--- src/design/dcl_pkg.sv ---
package dcl_pkg;

	localparam int unsigned CLK_HZ     = 25_000_000;
	localparam int unsigned FLICKER_HZ = 10;
	localparam int unsigned FLASH_HZ   = 2;
	localparam int unsigned IDENT_S    = 3;
	localparam int unsigned RESTORE_S  = 10;

	localparam int unsigned FLICKER_HALF_CYC = CLK_HZ / (2 * FLICKER_HZ);
	localparam int unsigned FLASH_HALF_CYC   = CLK_HZ / (2 * FLASH_HZ);
	localparam int unsigned IDENT_CYC        = CLK_HZ * IDENT_S;
	localparam int unsigned RESTORE_CYC      = CLK_HZ * RESTORE_S;

	localparam logic [1:0] SAMPLE_WAIT = 2'h3;

	localparam int unsigned OUT_BLOCK_BYTES = 14;
	localparam int unsigned IN_BLOCK_BYTES  = 16;

	// Control word bit positions
	localparam int unsigned CW_FWD     = 0;
	localparam int unsigned CW_REV     = 1;
	localparam int unsigned CW_TARGET  = 2;
	localparam int unsigned CW_RELEASE = 4;

	// Status word bit positions
	localparam int unsigned SW_REACHED = 0;
	localparam int unsigned SW_ABORTED = 5;
	localparam int unsigned SW_RUNNING = 6;

	localparam logic [9:0] SW_RESTORE_ARM = 10'h062;
	localparam logic [9:0] SW_RESTORE_GO  = 10'h063;

	localparam logic [2:0] WR_LEN_16 = 3'h3;
	localparam logic [2:0] WR_LEN_32 = 3'h5;
	localparam logic [2:0] RD_LEN_16 = 3'h2;
	localparam logic [2:0] RD_LEN_32 = 3'h4;

	typedef enum logic [1:0]
	{
		MS_IDLE = 2'h0,
		MS_POS  = 2'h1,
		MS_MAN  = 2'h3
	} dcl_motion_t;

	typedef enum logic [1:0]
	{
		NS_ASSIGNED = 2'h0,
		NS_SWITCH   = 2'h1,
		NS_STORED   = 2'h2
	} dcl_name_src_t;

	typedef struct packed
	{
		logic        valid;
		logic [7:0]  control;
		logic [31:0] target;
	} dcl_cmd_t;

	typedef struct packed
	{
		logic        valid;
		logic [15:0] param;
		logic [7:0]  ctrl;
		logic [31:0] value;
		logic        wide;
	} dcl_pwr_t;

	typedef struct packed
	{
		logic valid;
		logic wide;
	} dcl_prd_t;

	typedef struct packed
	{
		logic        write;
		logic [15:0] param;
		logic [31:0] value;
		logic [2:0]  len;
	} dcl_pexec_t;

	typedef struct packed
	{
		logic [27:0] cnt;
		logic        wave;
	} dcl_blink_st_t;

endpackage

--- src/design/dcl_top.sv ---
`timescale 1ns/100ps
`default_nettype none
module dcl_top
#(
	parameter int unsigned FLICKER_HALF = dcl_pkg::FLICKER_HALF_CYC,
	parameter int unsigned FLASH_HALF   = dcl_pkg::FLASH_HALF_CYC,
	parameter int unsigned IDENT_LEN    = dcl_pkg::IDENT_CYC,
	parameter int unsigned RESTORE_LEN  = dcl_pkg::RESTORE_CYC
)
(
	input  wire logic                   clock,
	input  wire logic                   rst_n,
	input  wire logic                   switches_fitted,
	input  wire logic [9:0]             switch_value,
	input  wire logic [1:0]             port_link,
	input  wire logic [1:0]             port_traffic,
	input  wire logic                   motor_supply_ok,
	input  wire logic                   net_connected,
	input  wire logic                   cyclic_active,
	input  wire logic                   identify_req,
	input  wire logic                   watchdog_timeout,
	input  wire logic                   system_fault,
	input  wire logic                   diag_pending,
	input  wire logic                   delivery_state,
	input  wire logic [15:0]            stored_address,
	input  wire dcl_pkg::dcl_cmd_t      cyclic_cmd,
	input  wire dcl_pkg::dcl_cmd_t      explicit_cmd,
	input  wire logic [31:0]            actual_pos,
	input  wire logic                   target_reached,
	input  wire logic [15:0]            loop_setting,
	input  wire dcl_pkg::dcl_pwr_t      acyc_write,
	input  wire dcl_pkg::dcl_prd_t      acyc_read,
	output logic [1:0]                  link_lamp_q,
	output logic [1:0]                  activity_lamp_q,
	output logic                        bus_fault_lamp_q,
	output logic                        status_fault_lamp_q,
	output logic                        motor_lamp_q,
	output dcl_pkg::dcl_name_src_t      name_source_q,
	output logic [15:0]                 name_number_q,
	output dcl_pkg::dcl_motion_t        motion_q,
	output logic                        manual_fwd_q,
	output logic [31:0]                 target_q,
	output logic                        run_start_q,
	output logic                        run_abort_q,
	output logic                        retarget_q,
	output logic                        no_stop_q,
	output logic                        loop_enable_q,
	output logic                        loop_fwd_q,
	output logic [15:0]                 loop_length_q,
	output logic                        factory_restore_q,
	output logic                        restore_window_q,
	output logic [15:0]                 status_word_q,
	output dcl_pkg::dcl_pexec_t         param_exec_q,
	output logic                        read_done_q,
	output logic [2:0]                  read_len_q
);
	import dcl_pkg::*;

	typedef struct packed
	{
		logic [9:0]    sw_s1;
		logic [9:0]    sw_s2;
		logic          fit_s1;
		logic          fit_s2;
		logic [1:0]    link_s1;
		logic [1:0]    link_s2;
		logic [1:0]    traf_s1;
		logic [1:0]    traf_s2;
		logic          mot_s1;
		logic          mot_s2;
		logic [1:0]    samp_cnt;
		logic          sampled;
		dcl_name_src_t name_src;
		logic [15:0]   name_num;
		logic          restore_win;
		logic [27:0]   restore_cnt;
		logic          restore;
		logic [27:0]   ident_cnt;
		logic [1:0]    link_lamp;
		logic [1:0]    act_lamp;
		logic          bf_lamp;
		logic          sf_lamp;
		logic          mot_lamp;
		dcl_motion_t   motion;
		logic          man_fwd;
		logic          dir_fwd;
		logic          loaded;
		logic [31:0]   target;
		logic          start;
		logic          abort;
		logic          retarget;
		logic          no_stop;
		logic          aborted;
		logic          loop_en;
		logic          loop_fwd;
		logic [15:0]   loop_len;
		dcl_pexec_t    pexec;
		logic          rd_done;
		logic [2:0]    rd_len;
		logic [15:0]   status;
	} dcl_state_t;

	dcl_state_t q;
	dcl_state_t d;
	logic       flicker;
	logic       flash;

	dcl_blink #(.HALF_CYC(FLICKER_HALF)) u_flicker
	(
		.clock  (clock),
		.rst_n  (rst_n),
		.wave_q (flicker)
	);
	dcl_blink #(.HALF_CYC(FLASH_HALF)) u_flash
	(
		.clock  (clock),
		.rst_n  (rst_n),
		.wave_q (flash)
	);
	dcl_cmd_t cmd;
	logic     rel;
	logic     tv;
	logic     fwd;
	logic     rev;
	logic     new_dir;

	always_comb
	begin
		// Cyclic commands while connected, explicit ones only without it
		cmd = cyclic_active ? cyclic_cmd : explicit_cmd;
		rel = cmd.control[CW_RELEASE];
		tv  = cmd.control[CW_TARGET];
		fwd = cmd.control[CW_FWD];
		rev = cmd.control[CW_REV];
		new_dir = $signed(cmd.target) > $signed(actual_pos);
		d = q;
		{d.sw_s1, d.fit_s1, d.link_s1, d.traf_s1, d.mot_s1} =
			{switch_value, switches_fitted, port_link, port_traffic, motor_supply_ok};
		{d.sw_s2, d.fit_s2, d.link_s2, d.traf_s2, d.mot_s2} =
			{q.sw_s1, q.fit_s1, q.link_s1, q.traf_s1, q.mot_s1};
		{d.start, d.abort, d.retarget, d.restore, d.pexec.write, d.rd_done} = 6'h00;
		// One switch sample after the synchroniser has settled
		if (!q.sampled)
		begin
			if (q.samp_cnt != SAMPLE_WAIT)
				d.samp_cnt = q.samp_cnt + 2'h1;
			else
			begin
				d.sampled = 1'b1;
				if (q.fit_s2 && q.sw_s2 != '0)
				begin
					d.name_src = NS_SWITCH;
					d.name_num = {6'h00, q.sw_s2};
				end
				else if (stored_address != '0)
				begin
					d.name_src = NS_STORED;
					d.name_num = stored_address;
				end
				else
				begin
					d.name_src = NS_ASSIGNED;
					d.name_num = '0;
				end
				if (q.fit_s2 && q.sw_s2 == SW_RESTORE_ARM)
				begin
					d.restore_win = 1'b1;
					d.restore_cnt = 28'(RESTORE_LEN - 1);
				end
			end
		end

		// Restore window, cut short by communication
		if (q.restore_win)
		begin
			if (cyclic_active || q.restore_cnt == '0)
				d.restore_win = 1'b0;
			else if (q.sw_s2 == SW_RESTORE_GO)
			begin
				d.restore_win = 1'b0;
				d.restore     = 1'b1;
			end
			else
				d.restore_cnt = q.restore_cnt - 28'h1;
		end
		// Identify flash timer, restarted by each request
		if (identify_req)
			d.ident_cnt = 28'(IDENT_LEN);
		else if (q.ident_cnt != '0)
			d.ident_cnt = q.ident_cnt - 28'h1;
		// Lamps
		d.link_lamp = q.link_s2;
		for (int i = 0; i < 2; i++)
			d.act_lamp[i] = q.restore_win ? flicker
				: (q.link_s2[i] & q.traf_s2[i] & flicker);
		if (!net_connected)
			d.bf_lamp = 1'b1;
		else if (cyclic_active)
			d.bf_lamp = 1'b0;
		else
			d.bf_lamp = flash;
		if (watchdog_timeout || system_fault || diag_pending)
			d.sf_lamp = 1'b1;
		else if (q.ident_cnt != '0)
			d.sf_lamp = flash;
		else
			d.sf_lamp = 1'b0;
		if (!q.mot_s2)
			d.mot_lamp = 1'b0;
		else if (delivery_state)
			d.mot_lamp = flash;
		else
			d.mot_lamp = 1'b1;

		// Motion command interpreter
		if (q.motion == MS_POS && target_reached)
			d.motion = MS_IDLE;
		if (cmd.valid)
		begin
			if (!rel)
			begin
				if (q.motion != MS_IDLE)
					d.abort = 1'b1;
				if (q.motion == MS_POS)
					d.aborted = 1'b1;
				d.motion = MS_IDLE;
				if (tv)
				begin
					d.target = cmd.target;
					d.loaded = 1'b1;
				end
			end
			else if (fwd ^ rev)
			begin
				if (q.motion == MS_POS)
				begin
					d.abort   = 1'b1;
					d.aborted = 1'b1;
				end
				if (q.motion != MS_MAN || q.man_fwd != fwd)
					d.start = 1'b1;
				d.motion  = MS_MAN;
				d.man_fwd = fwd;
			end
			else if (tv)
			begin
				d.target = cmd.target;
				d.loaded = 1'b0;
				d.dir_fwd = new_dir;
				if (q.motion == MS_POS)
				begin
					d.retarget = 1'b1;
					d.no_stop  = (new_dir == q.dir_fwd);
				end
				else
				begin
					d.start   = 1'b1;
					d.aborted = 1'b0;
				end
				d.motion = MS_POS;
			end
			else
			begin
				if (q.motion == MS_MAN)
				begin
					d.motion = MS_IDLE;
					d.abort  = 1'b1;
				end
				else if (q.motion == MS_IDLE && q.loaded)
				begin
					d.motion  = MS_POS;
					d.start   = 1'b1;
					d.loaded  = 1'b0;
					d.aborted = 1'b0;
					d.dir_fwd = $signed(q.target) > $signed(actual_pos);
				end
			end
		end

		// Loop run settings latched at each positioning start
		if (d.start && d.motion == MS_POS)
		begin
			d.loop_en  = loop_setting != '0;
			d.loop_fwd = ~loop_setting[15];
			d.loop_len = loop_setting;
		end
		d.status             = '0;
		d.status[SW_REACHED] = target_reached & (d.motion == MS_IDLE);
		d.status[SW_ABORTED] = d.aborted;
		d.status[SW_RUNNING] = d.motion != MS_IDLE;

		// Acyclic parameter access
		if (acyc_write.valid && acyc_write.ctrl != '0)
		begin
			d.pexec.write = 1'b1;
			d.pexec.param = acyc_write.param;
			d.pexec.value = acyc_write.value;
			d.pexec.len   = acyc_write.wide ? WR_LEN_32 : WR_LEN_16;
		end
		if (acyc_read.valid)
		begin
			d.rd_done = 1'b1;
			d.rd_len  = acyc_read.wide ? RD_LEN_32 : RD_LEN_16;
		end
	end

	always_ff @(posedge clock or negedge rst_n)
	begin
		if (!rst_n)
			q <= '0;
		else
			q <= d;
	end

	assign status_word_q       = q.status;
	assign link_lamp_q         = q.link_lamp;
	assign activity_lamp_q     = q.act_lamp;
	assign bus_fault_lamp_q    = q.bf_lamp;
	assign status_fault_lamp_q = q.sf_lamp;
	assign motor_lamp_q        = q.mot_lamp;
	assign name_source_q       = q.name_src;
	assign name_number_q       = q.name_num;
	assign motion_q            = q.motion;
	assign manual_fwd_q        = q.man_fwd;
	assign target_q            = q.target;
	assign run_start_q         = q.start;
	assign run_abort_q         = q.abort;
	assign retarget_q          = q.retarget;
	assign no_stop_q           = q.no_stop;
	assign loop_enable_q       = q.loop_en;
	assign loop_fwd_q          = q.loop_fwd;
	assign loop_length_q       = q.loop_len;
	assign factory_restore_q   = q.restore;
	assign restore_window_q    = q.restore_win;
	assign param_exec_q        = q.pexec;
	assign read_done_q         = q.rd_done;
	assign read_len_q          = q.rd_len;
endmodule
`default_nettype wire

--- src/design/dcl_blink.sv ---
`timescale 1ns/100ps
`default_nettype none
module dcl_blink
#(
	parameter int unsigned HALF_CYC = 2
)
(
	input  wire logic clock,
	input  wire logic rst_n,
	output logic      wave_q
);
	import dcl_pkg::*;

	localparam logic [27:0] LAST = 28'(HALF_CYC - 1);

	dcl_blink_st_t q;
	dcl_blink_st_t d;

	always_comb
	begin
		d = q;
		if (q.cnt >= LAST)
		begin
			d.cnt  = '0;
			d.wave = ~q.wave;
		end
		else
		begin
			d.cnt = q.cnt + 28'h1;
		end
	end

	always_ff @(posedge clock or negedge rst_n)
	begin
		if (!rst_n)
			q <= '0;
		else
			q <= d;
	end

	assign wave_q = q.wave;
endmodule
`default_nettype wire

--- config.mk ---
export PLATFORM = sky130hd
export DESIGN_NAME = dcl_top
export DESIGN_NICKNAME = d
export VERILOG_FILES = /design/src/design/dcl_pkg.sv /design/src/design/dcl_top.sv /design/src/design/dcl_blink.sv
export SDC_FILE = /design/constraint.sdc
export NUM_CORES = 1
export LEC_CHECK = 0
export ABC_CLOCK_PERIOD_IN_PS = 4650
export BUFFER_PORTS_ARGS = -buffer_cell sky130_fd_sc_hd__clkbuf_2
export CAP_MARGIN = 0
export CELL_PAD_IN_SITES_DETAIL_PLACEMENT = 0
export CELL_PAD_IN_SITES_GLOBAL_PLACEMENT = 1
export CORE_AREA = 10 10 212 264
export CTS_CLUSTER_DIAMETER = 50
export CTS_CLUSTER_SIZE = 25
export DETAILED_ROUTE_END_ITERATION = 8
export DIE_AREA = 0 0 222 274
export PLACE_DENSITY = 0.65
export SETUP_SLACK_MARGIN = 0.02
export SLEW_MARGIN = 20
export SYNTH_ARGS = -nofsm -noshare
export SYNTH_HDL_FRONTEND = slang
export SYNTH_SLANG_ARGS = --single-unit
--- constraint.sdc ---
create_clock -name clock -period 4.65 [get_ports clock]
set_clock_uncertainty 0.1 [all_clocks]
set_input_delay 0.93 -clock clock [delete_from_list [all_inputs] [get_ports clock]]
set_output_delay 0.93 -clock clock [all_outputs]
set_load 0.005 [all_outputs]
* Word-level counts from Yosys, hierarchy flattened
Index checks and enable logic that the tools add are counted.
** Word-level totals
- Bits in latches :: 0
- Bits of input ports :: 232
- Memories kept :: 0
- Memory bits (writable) :: 0
- ROM bits :: 0
- Output and inout port bits :: 156
- Word-level logic and storage cells :: 179
- Register bits :: 295
** Operators by class
- Div/mod/pow operators :: 0
- Shift-type cells :: 0
- Multiplexer cells :: 67
- Eq/ne operators :: 12
- Multiply operators :: 0
- Magnitude comparators :: 4
- Reductions and logical operators :: 32
- Bitwise operators :: 12
- Add/sub/neg operators :: 5
** Operators with widths (number)
- $mux 28 :: 5
- $mux 48 :: 2
- $mux 33 :: 2
- $gt 32x32->1 :: 2
- $mux 29 :: 2
- $add 28x1->28 const B :: 2
- $sub 28x1->28 const B :: 2
- $mux 52 :: 1
- $mux 42 :: 1
- $mux 41 :: 1
- $mux 18 :: 2
- $mux 34 :: 1
- $mux 32 :: 1
- $reduce_bool 16->1 :: 2
- $mux 1 :: 30
- $mux 2 :: 15
- $mux 30 :: 1
- $ge 28x21->1 const B :: 1
- $ge 28x23->1 const B :: 1
- $logic_not 28->1 :: 1
- $reduce_bool 28->1 :: 1
- $eq 10x7->1 const B :: 2
- $reduce_and 5->1 :: 3
- $reduce_bool 2->1 :: 6
- other kinds (21) :: 45

* Depth between registers and ports, before layout
- Depth in word-level cells :: 11
- Gate-level depth with buffers :: 13
- Gate-level depth less buffers :: 9

* Modules after synthesis
A second synthesis with hierarchy kept.
** Second synthesis, totals
- Cells, all modules :: 1427
- Area, all modules :: 15382.3 µm²
** Modules (own cells, without submodules)
- dcl_top :: area each 12572.1 µm², cells an instance 1162, instances 1, sequential area each 5880.6 µm²
- dcl_blink (u_flicker) :: area each 1435.1 µm², cells an instance 131, instances 1, sequential area each 725.7 µm²
- dcl_blink (u_flash) :: area each 1375.1 µm², cells an instance 134, instances 1, sequential area each 725.7 µm²

* Least setup slack after synthesis
No wires, ideal clock.
- Path type :: input port to flip-flop
- Start :: input port cyclic_active
- End :: register q (netlist bit no_stop_q)
- Required time :: 4.404 ns
- Setup slack :: 0.552 ns
- Setup time :: 0.146 ns
- Buffers on the path :: 4
- Stages on the path :: 12
- Arrival :: 3.852 ns
- Cell sequence :: buf_2 buf_2 buf_1 mux2_2 ha_1 clkbuf_1 nand4_1 or4_1 a31oi_1 or3_1 o2111a_1 o311ai_0
** Between the ends
- Longest elaborated chain between the ends :: 4
- Elaborated cells between the ends (all ways) :: 6
- Those cells by class :: order compare: 1; eq/ne: 1; mux: 1; bitwise: 2; reduce/logical: 1
** RTL lines
- start, declared :: line dcl_top.sv:19 : input wire logic cyclic_active,
- $mux 41 * :: line dcl_top.sv:130 : cmd = cyclic_active ? cyclic_cmd : explicit_cmd;
- branches (longest 3 deep; another with $gt 32x32->1)
- end signal, assigned :: line dcl_top.sv:310 : q <= '0;
- end signal, assigned :: line dcl_top.sv:312 : q <= d;
- end, declared :: line dcl_top.sv:103 : dcl_state_t q;
Mark *: on every way between the ends.
A chain may end at the register's enable or synchronous reset.

* Worst setup path after layout
Ends and elaborated chain as after synthesis.

==> metrics.md <==
| Metric | Value |
|---|---|
| Worst slew margin | 35.88% |
| CP Data Arrival Time | between 3000 and 4000 ps |
| Drt via density | 4.589 |
| RSZ-0062 raised after global routing | false |
| Final Critical Period | about 3600 ps |
| CP max FO | 23 |
| Root buffer cell | clkbuf_16 |
| Final worst-path cycle share | 77.96% |
| Post-route design area | approximately 0.018 mm2 |
| Post-synth top area cell | dfrtp_1 |
| Fmax | ~280 MHz |
| Crit path required time | 4930 ps |
| Filler instances | 5181 |
| R2R Path Start | q[168] |
| Unique masters post-synth | 70 |
| Crit path from | cyclic_active |
| Maximum vdd drop | about 0.00023 V |
| Maximum number of pins on one net before global-route repair | 81 |
| Post-synth ARST share | 100.0% |
| First-pass GRT wire length | 64.59 mm |
| Vias | around 11000 |
| Internal Power | roughly 5.2 mW |
| Synth Warn # | 0 |
| Placer's final routability congestion estimate | between 0.7 and 0.8 |
| Clock Power Share | a little over two fifths |
| Register-to-Register Path Depth | 10 |
| Final Max Tran Viols | 0 |
| Status | completed |
| Seq/Total Area, Yosys | around 49% |
| Final count of hold timing violations | 0 |
| Starting density of the core | 29.64% |
| Max-capacitance violation count | 0 |
| HP Class | primary input to async pin |
| Critical path launch point type | primary input |
| Leak | 8.346 nW |
| Worst-margin pin slew | between 900 and 1000 ps |
| Synthesized instance count | between 1000 and 1500 |
| Share of cells above drive strength 1 | 35.33% |
| Row count | 93 |
| Worst Setup EP | no_stop_q |
| Top-count cell post-synth | dfrtp_1 |
| Synthesized area per cell | approximately 11 um2 |
| RR Endpoint | q[194] |
| DIE AREA | 0.06083 mm2 |
| # H-tree levels | 2 |
| Tot Pwr | approximately 7.3 mW |
| CTS resizes | 0 |
| Layout Nets | ~2000 |
| Pwr dens | just over 400 mW/mm2 |
| Total iterations of the first detailed-routing run | 4 |
| Clock buffer depth | 3 |
| PortBufs | ~370 |
| Setup CP Type | primary input to register |
| Ports | around 390 |
| Met1 wire length | approximately 16 mm |
| Post-synth EDFFs | 0 |
| Metal2 WL | 21.47 mm |
| Wire per inst | about 17 um |
| Synth Cell Area | ~0.015 mm2 |
| CP max stage delay | approximately 450 ps |
| Share of the synthesized area in the top cell type | just under 50% |
| Synth-to-layout area growth | 20.00% |
| Worst-Skew Late Latency | about 560 ps |
| Total wire length | between 40 and 50 mm |
| Total CTS buffers | 39 |
| # hold bufs at CTS | 0 |
| Final core utilization | 35.56% |
| Ranking of synthesized cells by area | dfrtp_1 49%, mux2_2 10%, buf_4 7.1% |
| Top Metal Used | met4 |
| Main flop type after synthesis | dfrtp_1 |
| Gate power share | between 10% and 20% |
| Die width | between 200 and 250 um |
| Switching pwr | between 2 and 2.5 mW |
| Switch share | between 20% and 30% |
| WL met3 | around 2.2 mm |
| Final setup vio count | 0 |
| Gr usage total | between 10% and 20% |
| Vias in the first global route | approximately 12000 |
| Initial antenna violation count | 3 |
| Critical path endpoint category | register |
| DRT iter0 DRCs | a little under 600 |
| Core Region | approximately 0.05 mm2 |
| Power share of the sequential group | 41.4% |
| Detail Route Antenna Nets | 0 |
| Reg2Reg Setup Slack | around 1400 ps |
| Synth cell count leaders | 293 x dfrtp_1, 143 x buf_4, 135 x mux2_2 |
| Crit-path slowest cell | a2111o_1 |
| Placed cell area | approximately 0.017 mm2 |
| Crit-path cells | clkbuf_2 > buf_4 > mux2_2 > ha_1 > nand4_1 > a2111o_1 > a31oi_1 > or3_1 > o2111a_1 > o311ai_0 |
| Die Y | between 200 and 300 um |
| Seq cells post-synth | approximately 290 |
| Residual DRC | 0 |
| Clk pin slew, worst setup/hold paths | 60 ps |
| Detail Placement HPWL | ~31 mm |
| Post-CTS Setup Bufs | 0 |
| Clock Sinks | approximately 290 |
| Congestion Overflow GR | 0 |
| Setup TNS | 0 ps |
| CTS tree | yes |
-- metrics by stage --
step / setup WS [ps] / instances / hold WS (ps)
final: 1025 / 2368 / 246.7
after global routing: 752.7 / 2367 / 248.7
after CTS: 1069 / 2366 / 240.2
after detailed placement: 488.7 / 2297 / 234.7
after global placement: 514.8 / 2297 / 233.0
after floorplan: 551.6 / 1438 / 231.2
-- worst max-delay path: cells and delay by family --
family                     cells  cell delay, ps
AOI/OAI and AO/OA              4            1050
adders and majority gates      1             300
buffers and inverters          2             840
and+or+nand+nor                2             350
muxes                          1             410
-- sequential cells by signal (all words and copies together) (netlist names), 2 cells and up --
register and cells:
loop_length_q 16, read_len_q 2, link_lamp_q 2, u_flash.q 28
status_word_q 3, name_number_q 16, d 18, activity_lamp_q 2
motion_q 2, q 75, name_source_q 2, u_flicker.q 28
target_q 32, param_exec_q 52
-- routing by layer --
metal	vias to the layer above	global-route usage (%)
li1	5300	-
met1	5326	15.02
met2	186	23.53
met3	55	3.143
met4	0	4.015
met5	-	0
-- how the worst min path moves through the flow --
| stage | start | to | slack (ps) | depth (start not counted) |
|---|---|---|---|---|
| after floorplan | d[224] | d[137] | 230 | 0 |
| after global placement | d[228] | q[228] | 230 | 0 |
| after detailed placement | d[237] | q[237] | 230 | 0 |
| after CTS | d[224] | d[137] | 240 | 0 |
| after global routing | d[234] | q[234] | 250 | 0 |
| final | rst_n | param_exec_q[28] | 250 | 1 |
-- power groups by stage --
stage	Sequential (mW)	Clock, mW	Combinational [mW]
2_1_floorplan	3.00	0	0.922
3_5_place_dp	3.08	0	1.21
5_1_grt	3.07	3.35	1.34
6_report	3.03	3.11	1.18
3_3_place_gp	3.06	0	1.20
4_1_cts	3.03	3.24	1.22
-- cell families after synthesis --
group	Yosys count	synth area share, %
AND/OR/NAND/NOR	410	13.81
adder cells (fa/ha/maj)	69	5.716
AO/OA/AOI/OAI	186	7.397
multiplexers	149	10.99
flip-flops	293	48.54
buffers and inverters	237	9.576
other	1	0.02483
XOR/XNOR	68	3.943
-- cell usage in the layout, fill, tap and decap left out, types with 8 or more instances in the layout --
cell and n:
nand4_1 30, nor3_1 26, clkbuf_16 39, mux2_2 135
or4_1 12, nand2_1 94, xnor2_1 26, ha_1 69
xor2_1 42, conb_1 26, dfrtp_1 293, nor4_1 18
mux2i_1 14, inv_1 52, and3_1 8, clkbuf_2 364
nand3_1 31, nor2b_1 13, a21o_1 11, o21ai_0 63
a21oi_1 59, buf_4 10, nor2_1 125
-- layout make-up --
type                            instances  area, um2  area share, %
Antenna cell                            2      5.005        0.02761
Clock buffer                           45       1039          5.730
Clock inverter                         24      310.3          1.712
Inverter                               53      198.9          1.098
Multi-Input combinational cell        908       6436          35.51
Sequential cell                       293       7332          40.45
Tap cell                              665      832.0          4.591
Timing Repair Buffer                  378       1972          10.88
No activity file was read; power rests on OpenSTA's default activity.
